===== config.mk =====
export PLATFORM = sky130hd
export DESIGN_NAME = metering_interrupt_status
export DESIGN_NICKNAME = d
export VERILOG_FILES = /design/src/rtl/mirq_pkg.sv /design/src/rtl/mirq_sign_edge.sv /design/src/rtl/mirq_flag_bank.sv /design/src/rtl/metering_interrupt_status.sv
export SDC_FILE = /design/constraint.sdc
export NUM_CORES = 1
export LEC_CHECK = 0
export BUFFER_PORTS_ARGS = -buffer_cell sky130_fd_sc_hd__buf_2
export CORE_ASPECT_RATIO = 1.5
export CORE_UTILIZATION = 35
export DETAILED_ROUTE_END_ITERATION = 8
export PLACE_DENSITY = 0.62
export SYNTH_ARGS = -nofsm -noshare
export SYNTH_HDL_FRONTEND = slang
export SYNTH_HIERARCHICAL = 1
export SYNTH_SLANG_ARGS = --single-unit

===== constraint.sdc =====
create_clock -name core_clk -period 1.71 [get_ports core_clk]
set_input_delay 0.171 -clock core_clk [delete_from_list [all_inputs] [get_ports core_clk]]
set_output_delay 0.171 -clock core_clk [all_outputs]
set_load 0.02 [all_outputs]

===== src/rtl/mirq_pkg.sv =====
// package: register addresses, field positions and reset values of the metering interrupt block
// assumes an 8-bit special-function register port driven by the processor core
//
// Behaviour
// - summary bit set while any enabled flag
// - fault mode change sets low bit 5
// - reactive sign change sets low bit 4
// - active sign change sets low bit 3
// - apparent or irms no-load sets low bit 2
// - reactive no-load sets low bit 1
// - active no-load sets low bit 0
// - second pulse sets mid bit 7, always
// - first pulse sets mid bit 6, always
// - accumulator overflows set mid bits 5..3
// - accumulator half-full sets mid bits 2..0
// - end of reset sets high bit 7
// - new waveform samples set high bit 5
// - current peak over threshold sets high bit 4
// - voltage peak over threshold sets high bit 3
// - line cycle accumulation end sets high bit 2
// - zero-cross timeout sets high bit 1
// - voltage zero crossing sets high bit 0
// - enable bit lets flag raise pending interrupt
// - active sign direction chosen by config bit
// - fault direction chosen by config bit
package mirq_pkg;

  // ---------------------------------------------------------------
  // register addresses
  // ---------------------------------------------------------------
  localparam logic [7:0] ADDR_EN_LOW   = 8'hd9;
  localparam logic [7:0] ADDR_EN_MID   = 8'hda;
  localparam logic [7:0] ADDR_EN_HIGH  = 8'hdb;
  localparam logic [7:0] ADDR_ST_LOW   = 8'hdc;
  localparam logic [7:0] ADDR_ST_MID   = 8'hdd;
  localparam logic [7:0] ADDR_ST_HIGH  = 8'hde;

  // ---------------------------------------------------------------
  // field positions and masks
  // ---------------------------------------------------------------
  localparam int          SUMMARY_BIT   = 7;
  localparam int          RESET_DONE_BIT = 7;
  localparam logic [7:0] LOW_FLAG_MASK  = 8'h3f;
  localparam logic [7:0] MID_FLAG_MASK  = 8'hff;
  localparam logic [7:0] HIGH_FLAG_MASK = 8'hbf;
  localparam logic [7:0] EN_LOW_MASK    = 8'h3f;
  localparam logic [7:0] EN_MID_MASK    = 8'hff;
  localparam logic [7:0] EN_HIGH_MASK   = 8'h3f;
  localparam int          ACC_FAULT_BIT  = 6;
  localparam int          ACC_VAR_BIT    = 5;
  localparam int          ACC_AP_BIT     = 4;

  // ---------------------------------------------------------------
  // reset values
  // ---------------------------------------------------------------
  localparam logic [7:0] FLAG_RESET     = 8'h00;
  localparam logic [7:0] EN_RESET       = 8'h00;

  // events from the metering front end, one-cycle pulses or levels
  typedef struct packed {
    logic       fault_mode;      // level: 1 = fault mode
    logic       reactive_neg;    // level: reactive power negative
    logic       active_neg;      // level: active power negative
    logic       apparent_noload; // also raised on entry to irms no-load mode
    logic       reactive_noload;
    logic       active_noload;
    logic       freq_pulse_two;
    logic       freq_pulse_one;
    logic [2:0] energy_overflow;  // apparent, reactive, active
    logic [2:0] energy_half_full; // apparent, reactive, active
    logic       waveform_sample_ready;
    logic       current_peak;
    logic       voltage_peak;
    logic       line_cycle_done;
    logic       zero_cross_timeout;
    logic       zero_cross;
  } meter_event_t;

  // special-function register access from the core
  typedef struct packed {
    logic       wr;
    logic       rd;
    logic [7:0] addr;
    logic [7:0] wdata;
  } sfr_req_t;

endpackage


===== src/rtl/mirq_sign_edge.sv =====
// sign edge detector: pulses when a level changes in the configured direction
// assumes the level is synchronous to core_clk
`timescale 1ns/1ps
module mirq_sign_edge
  import mirq_pkg::*;
(
  input  wire logic core_clk,
  input  wire logic sys_rst,
  input  wire logic level,
  input  wire logic dir_rise,
  output logic      hit
);

  typedef struct packed {
    logic prev;
    logic primed;
  } edge_state_t;

  edge_state_t st_r;
  edge_state_t st_nxt;

  always_comb
  begin
    st_nxt        = st_r;
    st_nxt.prev   = level;
    st_nxt.primed = 1'b1;
  end

  always_ff @(posedge core_clk)
  begin
    if (sys_rst)
    begin
      st_r <= '0;
    end
    else
    begin
      st_r <= st_nxt;
    end
  end

  // no edge reported on the first cycle, the old level is not known yet
  assign hit = st_r.primed & (dir_rise ? (level & ~st_r.prev) : (~level & st_r.prev));

endmodule


===== src/rtl/mirq_flag_bank.sv =====
// one 8-bit bank of sticky event flags with write-one-to-clear
// assumes set pulses and clear strobes are synchronous to core_clk
`timescale 1ns/1ps
module mirq_flag_bank
  import mirq_pkg::*;
#(
  parameter int         WIDTH = 8,
  parameter logic [7:0] MASK  = 8'hff
)
(
  input  wire logic             core_clk,
  input  wire logic             sys_rst,
  input  wire logic [WIDTH-1:0] set_in,
  input  wire logic             clr_wr,
  input  wire logic [WIDTH-1:0] clr_bits,
  output logic      [WIDTH-1:0] flags
);

  typedef struct packed {
    logic [WIDTH-1:0] flags;
  } bank_state_t;

  bank_state_t st_r;
  bank_state_t st_nxt;

  always_comb
  begin
    st_nxt = st_r;
    for (int i = 0; i < WIDTH; i++)
    begin
      // a set in the same cycle as the clear wins, so no event is lost
      if (set_in[i] && MASK[i])
        st_nxt.flags[i] = 1'b1;
      else if (clr_wr && clr_bits[i])
        st_nxt.flags[i] = 1'b0;
    end
  end

  always_ff @(posedge core_clk)
  begin
    if (sys_rst)
    begin
      st_r <= '0;
    end
    else
    begin
      st_r <= st_nxt;
    end
  end

  assign flags = st_r.flags & MASK[WIDTH-1:0];

endmodule


===== src/rtl/metering_interrupt_status.sv =====
// metering interrupt status: three sticky status banks, three enables, one pending line
// assumes the core writes a 1 to a status bit to clear it and reads with one-cycle latency
`timescale 1ns/1ps
module metering_interrupt_status
  import mirq_pkg::*;
(
  input  wire logic         core_clk,
  input  wire logic         sys_rst,
  input  wire meter_event_t evt,
  input  wire logic [7:0]   accumulation_config,
  input  wire sfr_req_t     sfr,
  output logic [7:0]        sfr_rdata,
  output logic              sfr_rvalid,
  output logic              irq_pending
);

  // ---------------------------------------------------------------
  // state
  // ---------------------------------------------------------------
  typedef struct packed {
    logic [7:0] en_low;
    logic [7:0] en_mid;
    logic [7:0] en_high;
    logic [7:0] rdata;
    logic       rvalid;
    logic       irq;
    logic       reset_seen;
  } top_state_t;

  top_state_t st_r;
  top_state_t st_nxt;

  logic       fault_hit;
  logic       var_hit;
  logic       ap_hit;
  logic [7:0] set_low;
  logic [7:0] set_mid;
  logic [7:0] set_high;
  logic [7:0] flg_low;
  logic [7:0] flg_mid;
  logic [7:0] flg_high;
  logic       any_enabled;
  logic [7:0] stat_low_view;

  // ---------------------------------------------------------------
  // sign and mode direction detectors
  // ---------------------------------------------------------------
  // fault: 0 fires on entry to fault (rise), 1 on entry to normal (fall)
  mirq_sign_edge u_fault_edge (
    .core_clk (core_clk),
    .sys_rst  (sys_rst),
    .level    (evt.fault_mode),
    .dir_rise (~accumulation_config[ACC_FAULT_BIT]),
    .hit      (fault_hit)
  );

  // sign: 0 fires positive to negative, i.e. rise of the negative level
  mirq_sign_edge u_var_edge (
    .core_clk (core_clk),
    .sys_rst  (sys_rst),
    .level    (evt.reactive_neg),
    .dir_rise (~accumulation_config[ACC_VAR_BIT]),
    .hit      (var_hit)
  );

  mirq_sign_edge u_ap_edge (
    .core_clk (core_clk),
    .sys_rst  (sys_rst),
    .level    (evt.active_neg),
    .dir_rise (~accumulation_config[ACC_AP_BIT]),
    .hit      (ap_hit)
  );

  // ---------------------------------------------------------------
  // set vectors
  // ---------------------------------------------------------------
  always_comb
  begin
    set_low     = 8'h00;
    set_low[5]  = fault_hit;
    set_low[4]  = var_hit;
    set_low[3]  = ap_hit;
    set_low[2]  = evt.apparent_noload;
    set_low[1]  = evt.reactive_noload;
    set_low[0]  = evt.active_noload;
    // pulse flags are taken before any output enable, so a disabled pin still flags
    set_mid     = {evt.freq_pulse_two,
                   evt.freq_pulse_one,
                   evt.energy_overflow,
                   evt.energy_half_full};
    set_high    = 8'h00;
    set_high[RESET_DONE_BIT] = sys_rst == 1'b0 && !st_r.reset_seen;
    set_high[5] = evt.waveform_sample_ready;
    set_high[4] = evt.current_peak;
    set_high[3] = evt.voltage_peak;
    set_high[2] = evt.line_cycle_done;
    set_high[1] = evt.zero_cross_timeout;
    set_high[0] = evt.zero_cross;
  end

  // ---------------------------------------------------------------
  // flag banks
  // ---------------------------------------------------------------
  mirq_flag_bank #(.WIDTH(8), .MASK(LOW_FLAG_MASK)) u_bank_low (
    .core_clk (core_clk),
    .sys_rst  (sys_rst),
    .set_in   (set_low),
    .clr_wr   (sfr.wr && sfr.addr == ADDR_ST_LOW),
    .clr_bits (sfr.wdata),
    .flags    (flg_low)
  );

  mirq_flag_bank #(.WIDTH(8), .MASK(MID_FLAG_MASK)) u_bank_mid (
    .core_clk (core_clk),
    .sys_rst  (sys_rst),
    .set_in   (set_mid),
    .clr_wr   (sfr.wr && sfr.addr == ADDR_ST_MID),
    .clr_bits (sfr.wdata),
    .flags    (flg_mid)
  );

  mirq_flag_bank #(.WIDTH(8), .MASK(HIGH_FLAG_MASK)) u_bank_high (
    .core_clk (core_clk),
    .sys_rst  (sys_rst),
    .set_in   (set_high),
    .clr_wr   (sfr.wr && sfr.addr == ADDR_ST_HIGH),
    .clr_bits (sfr.wdata),
    .flags    (flg_high)
  );

  // ---------------------------------------------------------------
  // summary and register access
  // ---------------------------------------------------------------
  // summary follows flags and enables combinationally, so it drops with the last clear
  assign any_enabled = (|(flg_low & st_r.en_low)) | (|(flg_mid & st_r.en_mid))
                     | (|(flg_high & st_r.en_high));

  always_comb
  begin
    stat_low_view              = flg_low;
    stat_low_view[SUMMARY_BIT] = any_enabled;
  end

  always_comb
  begin
    st_nxt            = st_r;
    st_nxt.reset_seen = 1'b1;
    st_nxt.irq        = any_enabled;
    st_nxt.rvalid     = sfr.rd;
    st_nxt.rdata      = 8'h00;
    if (sfr.wr)
    begin
      unique case (sfr.addr)
        ADDR_EN_LOW:  st_nxt.en_low  = sfr.wdata & EN_LOW_MASK;
        ADDR_EN_MID:  st_nxt.en_mid  = sfr.wdata & EN_MID_MASK;
        ADDR_EN_HIGH: st_nxt.en_high = sfr.wdata & EN_HIGH_MASK;
        default:      st_nxt.en_low  = st_r.en_low;
      endcase
    end
    if (sfr.rd)
    begin
      // unmapped addresses read zero
      unique case (sfr.addr)
        ADDR_EN_LOW:  st_nxt.rdata = st_r.en_low;
        ADDR_EN_MID:  st_nxt.rdata = st_r.en_mid;
        ADDR_EN_HIGH: st_nxt.rdata = st_r.en_high;
        ADDR_ST_LOW:  st_nxt.rdata = stat_low_view;
        ADDR_ST_MID:  st_nxt.rdata = flg_mid;
        ADDR_ST_HIGH: st_nxt.rdata = flg_high;
        default:      st_nxt.rdata = 8'h00;
      endcase
    end
  end

  always_ff @(posedge core_clk)
  begin
    if (sys_rst)
    begin
      st_r <= '0;
    end
    else
    begin
      st_r <= st_nxt;
    end
  end

  assign sfr_rdata   = st_r.rdata;
  assign sfr_rvalid  = st_r.rvalid;
  assign irq_pending = st_r.irq;

  // ---------------------------------------------------------------
  // checks
  // ---------------------------------------------------------------
  a_irq_follows_flags: assert property (@(posedge core_clk) disable iff (sys_rst)
    ##1 irq_pending == $past(any_enabled))
    else $error("pending line does not follow enabled flags");

  a_pulse_sets_mid: assert property (@(posedge core_clk) disable iff (sys_rst)
    evt.freq_pulse_two |=> flg_mid[7])
    else $error("second pulse flag not set");

  a_pulse_one_sets: assert property (@(posedge core_clk) disable iff (sys_rst)
    evt.freq_pulse_one |=> flg_mid[6])
    else $error("first pulse flag not set");

  a_set_beats_clear: assert property (@(posedge core_clk) disable iff (sys_rst)
    (evt.zero_cross && sfr.wr && sfr.addr == ADDR_ST_HIGH && sfr.wdata[0]) |=> flg_high[0])
    else $error("zero cross lost against clear");

  a_flag_sticky: assert property (@(posedge core_clk) disable iff (sys_rst)
    (flg_mid[3] && !(sfr.wr && sfr.addr == ADDR_ST_MID)) |=> flg_mid[3])
    else $error("flag dropped without clear");

  a_reserved_zero: assert property (@(posedge core_clk) disable iff (sys_rst)
    flg_low[6] == 1'b0 && flg_high[6] == 1'b0)
    else $error("reserved status bit set");

  a_reset_done_set: assert property (@(posedge core_clk)
    $fell(sys_rst) |=> flg_high[RESET_DONE_BIT])
    else $error("reset done flag missing");

  a_read_latency: assert property (@(posedge core_clk) disable iff (sys_rst)
    (sfr.rd && sfr.addr == ADDR_ST_LOW) |=> (sfr_rvalid && sfr_rdata[7] == $past(any_enabled)))
    else $error("summary bit read wrong");

  a_ap_neg_edge: assert property (@(posedge core_clk) disable iff (sys_rst)
    (ap_hit && !accumulation_config[ACC_AP_BIT]) |-> (evt.active_neg && !$past(evt.active_neg)))
    else $error("active sign edge wrong direction");

  a_fault_dir: assert property (@(posedge core_clk) disable iff (sys_rst)
    (fault_hit && accumulation_config[ACC_FAULT_BIT]) |-> !evt.fault_mode)
    else $error("fault edge wrong direction");

  // ---------------------------------------------------------------
  // per-flag set checks
  // ---------------------------------------------------------------
  // every event seen at an edge must leave its flag standing at the next one
  a_fault_flag: assert property (@(posedge core_clk) disable iff (sys_rst)
    fault_hit |=> flg_low[5])
    else $error("fault change flag not set");

  a_react_sign_flag: assert property (@(posedge core_clk) disable iff (sys_rst)
    var_hit |=> flg_low[4])
    else $error("reactive sign flag not set");

  a_active_sign_flag: assert property (@(posedge core_clk) disable iff (sys_rst)
    ap_hit |=> flg_low[3])
    else $error("active sign flag not set");

  a_noload_apparent: assert property (@(posedge core_clk) disable iff (sys_rst)
    evt.apparent_noload |=> flg_low[2])
    else $error("apparent no-load flag not set");

  a_noload_reactive: assert property (@(posedge core_clk) disable iff (sys_rst)
    evt.reactive_noload |=> flg_low[1])
    else $error("reactive no-load flag not set");

  a_noload_active: assert property (@(posedge core_clk) disable iff (sys_rst)
    evt.active_noload |=> flg_low[0])
    else $error("active no-load flag not set");

  a_overflow_apparent: assert property (@(posedge core_clk) disable iff (sys_rst)
    evt.energy_overflow[2] |=> flg_mid[5])
    else $error("apparent overflow flag not set");

  a_overflow_reactive: assert property (@(posedge core_clk) disable iff (sys_rst)
    evt.energy_overflow[1] |=> flg_mid[4])
    else $error("reactive overflow flag not set");

  a_overflow_active: assert property (@(posedge core_clk) disable iff (sys_rst)
    evt.energy_overflow[0] |=> flg_mid[3])
    else $error("active overflow flag not set");

  a_halffull_apparent: assert property (@(posedge core_clk) disable iff (sys_rst)
    evt.energy_half_full[2] |=> flg_mid[2])
    else $error("apparent half-full flag not set");

  a_halffull_reactive: assert property (@(posedge core_clk) disable iff (sys_rst)
    evt.energy_half_full[1] |=> flg_mid[1])
    else $error("reactive half-full flag not set");

  a_halffull_active: assert property (@(posedge core_clk) disable iff (sys_rst)
    evt.energy_half_full[0] |=> flg_mid[0])
    else $error("active half-full flag not set");

  a_waveform_flag: assert property (@(posedge core_clk) disable iff (sys_rst)
    evt.waveform_sample_ready |=> flg_high[5])
    else $error("waveform sample flag not set");

  a_current_peak_flag: assert property (@(posedge core_clk) disable iff (sys_rst)
    evt.current_peak |=> flg_high[4])
    else $error("current peak flag not set");

  a_voltage_peak_flag: assert property (@(posedge core_clk) disable iff (sys_rst)
    evt.voltage_peak |=> flg_high[3])
    else $error("voltage peak flag not set");

  a_cycle_end_flag: assert property (@(posedge core_clk) disable iff (sys_rst)
    evt.line_cycle_done |=> flg_high[2])
    else $error("line cycle flag not set");

  a_cross_timeout_flag: assert property (@(posedge core_clk) disable iff (sys_rst)
    evt.zero_cross_timeout |=> flg_high[1])
    else $error("zero-cross timeout flag not set");

  a_zero_cross_flag: assert property (@(posedge core_clk) disable iff (sys_rst)
    evt.zero_cross |=> flg_high[0])
    else $error("zero-cross flag not set");

  a_fault_entry: assert property (@(posedge core_clk) disable iff (sys_rst)
    (fault_hit && !accumulation_config[ACC_FAULT_BIT]) |-> evt.fault_mode)
    else $error("fault edge fired on leaving fault");

  a_react_dir: assert property (@(posedge core_clk) disable iff (sys_rst)
    (var_hit && !accumulation_config[ACC_VAR_BIT]) |-> evt.reactive_neg)
    else $error("reactive sign edge wrong direction");

  a_enable_low_mask: assert property (@(posedge core_clk) disable iff (sys_rst)
    (sfr.wr && sfr.addr == ADDR_EN_LOW) |=> (st_r.en_low[7:6] == 2'b00))
    else $error("reserved low enable bits stored");

  a_enable_high_mask: assert property (@(posedge core_clk) disable iff (sys_rst)
    (sfr.wr && sfr.addr == ADDR_EN_HIGH) |=> (st_r.en_high[7:6] == 2'b00))
    else $error("reserved high enable bits stored");

  a_reset_done_once: assert property (@(posedge core_clk) disable iff (sys_rst)
    (st_r.reset_seen && !flg_high[RESET_DONE_BIT]) |=> !flg_high[RESET_DONE_BIT])
    else $error("reset done flag set again without reset");

  a_irq_drops: assert property (@(posedge core_clk) disable iff (sys_rst)
    !any_enabled |=> !irq_pending)
    else $error("pending line stays up with no enabled flag");

  a_reserved_read: assert property (@(posedge core_clk) disable iff (sys_rst)
    (sfr.rd && (sfr.addr == ADDR_ST_LOW || sfr.addr == ADDR_ST_HIGH)) |=> !sfr_rdata[6])
    else $error("reserved status bit read as one");

  c_set_clear_race: cover property (@(posedge core_clk) disable iff (sys_rst)
    evt.zero_cross && sfr.wr && sfr.addr == ADDR_ST_HIGH);

  c_irq_raised: cover property (@(posedge core_clk) disable iff (sys_rst) $rose(irq_pending));
  c_irq_cleared: cover property (@(posedge core_clk) disable iff (sys_rst) $fell(irq_pending));
  c_var_event: cover property (@(posedge core_clk) disable iff (sys_rst) var_hit);
  c_status_read: cover property (@(posedge core_clk) disable iff (sys_rst)
    sfr.rd && sfr.addr == ADDR_ST_HIGH);

endmodule


==> summary.md <==
| Metric | Value |
|---|---|
| Critical Path Sink Type | flip-flop |
| Req. time, crit path | 1.91 ns |
| Syn nets | 336 |
| Final HPWL from detailed placement | 4.83 mm |
| TritonCTS Sinks | 58 |
| Hold/Removal Path Class | input port to flip-flop |
| Worst Clk Skew | 0.00366 ns |
| CP startpoint kind | flip-flop |
| Worst setup endpoint | irq_pending$_SDFF_PP0_ |
| # hold bufs at CTS | 0 |
| Post-Layout Cell Count | 449 |
| DR vias/cell | 5.00 |
| Mapped Area | 2750 um^2 |
| LEAKAGE | 1.62 nW |
| Global-route usage over all layers | 17.8% |
| Worst-Margin Slew | 0.670 ns |
| Post-route minimum period | 1.35 ns |
| Final ANT Viol Nets | 0 |
| Final Slew Violations | 0 |
| DIE AREA | 8230 um^2 |
| Die H | 111 um |
| Hold path startpoint | sfr[6] |
| Worst-Skew Late Latency | 0.33 ns |
| Rows | 39 |
| Setup TNS | 0 ns |
| PortBufs | 52 |
| Initial antenna violation count | 0 |
| Fraction of layout cells with a size suffix above 1 | 28.0% |
| Layout Nets | 391 |
| Post-synthesis area per instance | 9.56 um^2 |
| Ant diodes | 0 |
| Vias in the first global route | 2107 |
| Placer congestion estimate | 0.883 |
| CP max FO | 3 |
| Dpl cells | 434 |
| Core Region | 7610 um^2 |
| Setup Viol. Count Final | 0 |
| Initial core utilization | 36.2% |
| Reg2Reg Launch Point | u_bank_low/st_r[4]$_SDFFE_PP0P_ |
| Peak VDD IR | 0.000465 V |
| Grt ovf | 0 |
| Avg WL per Cell | 14.5 um |
| Drt pass-1 iters | 4 |
| Reg clk slew, reported paths | 0.05 ns |
| Post-CTS setup buffers | 0 |
| # resized after CTS | 0 |
| RSZ-0062 raised after global routing | false |
| Die Wd | 74.4 um |
| Final worst path period share | 78.8% |
| # DRC | 0 |
| Outcome | completed |
| Vias | 2244 |
| Crit path kind | flip-flop to flip-flop |
| CTS buffer count | 9 |
| Synth-to-layout area growth | 23.0% |
| R2R cell count | 4 |
| Power Density | 1010 nW/um^2 |
| H-tree depth | 3 |
| WL final | 6.52 mm |
| Clk root buf | clkbuf_16 |
| R2R Setup Slk | 0.36 ns |
| DRT iter0 DRCs | 125 |
| Max Buffers Root-to-Sink | 2 |
| Post-synthesis cell count | 288 |
| Max transition margin | 55.2% |
| Fmax | 742 MHz |
| Max-Cap Viols | 0 |
| Num ports | 58 |
| Setup crit start | u_bank_low/st_r[4]$_SDFFE_PP0P_ |
| CTS tree | yes |
| Reg-to-reg endpoint | irq_pending$_SDFF_PP0_ |
| First-pass GRT wire length | 10.6 mm |
| Yosys warnings | 6 |
| Largest net degree at the start of global routing | 51 |
| Worst EP arrival | 1.55 ns |
| Final Hold Fails | 0 |
-- layer usage --
layer	track usage, %	vias to the layer above	wire length, um
met1	21.1	1038	2790
met5	0	-	0
met4	12.5	0	214
met3	4.20	16	226
met2	27.3	56	3280
li1	-	1134	-
-- layout by cell type (no fill, tap or decap), types with 3 or more instances in the layout --
cell type   n
clkbuf_16   9
a211oi_1    3
a21oi_1     6
a311oi_2    8
nand3_1     3
mux2_2      4
o21ai_0     3
a22oi_1     7
a22o_1      3
dfxtp_1    58
buf_4      14
mux2i_1    28
inv_1      29
a311oi_1   13
a221oi_1    9
nand2_1     5
nand4bb_1   3
nor2b_1     7
nor2_1     50
buf_2      52
nand4b_1    3
-- registers in the layout, indices dropped and copies added (netlist names) --
| register | flops |
|---|---|
| u_bank_mid/flags | 8 |
| u_fault_edge/st_r | 2 |
| sfr_rdata | 8 |
| sfr_rvalid | 1 |
| u_var_edge/st_r | 2 |
| u_bank_high/st_r | 7 |
| st_r | 21 |
| irq_pending | 1 |
| u_ap_edge/st_r | 2 |
| u_bank_low/st_r | 6 |
-- worst max-delay path, cell delays in order, from the launching register on --
cell and delay (ns):
dfxtp_1 0.33, a22o_1 0.24, a221oi_1 0.32, and3_1 0.26, a21oi_1 0.08
-- final cells by class --
class	count	area (um^2)
Clock buffer	12	246
Clock inverter	3	40.0
Tap cell	102	128
Multi-Input combinational cell	178	1320
Inverter	29	109
Sequential cell	58	1160
Fill cell	755	4230
Timing Repair Buffer	67	385
-- where the power goes --
group / switching, mW / internal [mW]
registers: 0.0366 / 1.40
logic: 0.149 / 0.130
clock network: 0.558 / 1.15
total: 0.744 / 2.68
-- worst min path at each step --
stage / end / cells past startpoint / slack [ns]
floorplan: u_ap_edge/st_r[0]$_DFF_P_ / 1 / 0.23
global placement: u_bank_mid/flags[6]$_SDFFE_PP0P_ / 2 / 0.41
detailed placement: u_bank_mid/flags[6]$_SDFFE_PP0P_ / 2 / 0.41
CTS: u_bank_mid/flags[6]$_SDFFE_PP0P_ / 2 / 0.07
global route: u_var_edge/st_r[1]$_SDFF_PP0_ / 2 / 0.09
finish: u_bank_mid/flags[6]$_SDFFE_PP0P_ / 2 / 0.08
-- per-stage QoR --
step                      hold WS, ns  cell area, um^2  utilization (%)  total power [mW]  worst slack (ns)
final                          0.0781             3390             44.5              3.43             0.363
after global routing           0.0872             3390             44.5              3.56             0.287
after CTS                      0.0724             3390             44.5              3.45             0.390
after detailed placement        0.414             3100             40.7              1.74             0.107
after global placement          0.410             3100             40.7              1.73             0.144
after floorplan                 0.228             2750                -              1.62             0.344
Power figures use the tool's default switching activity.
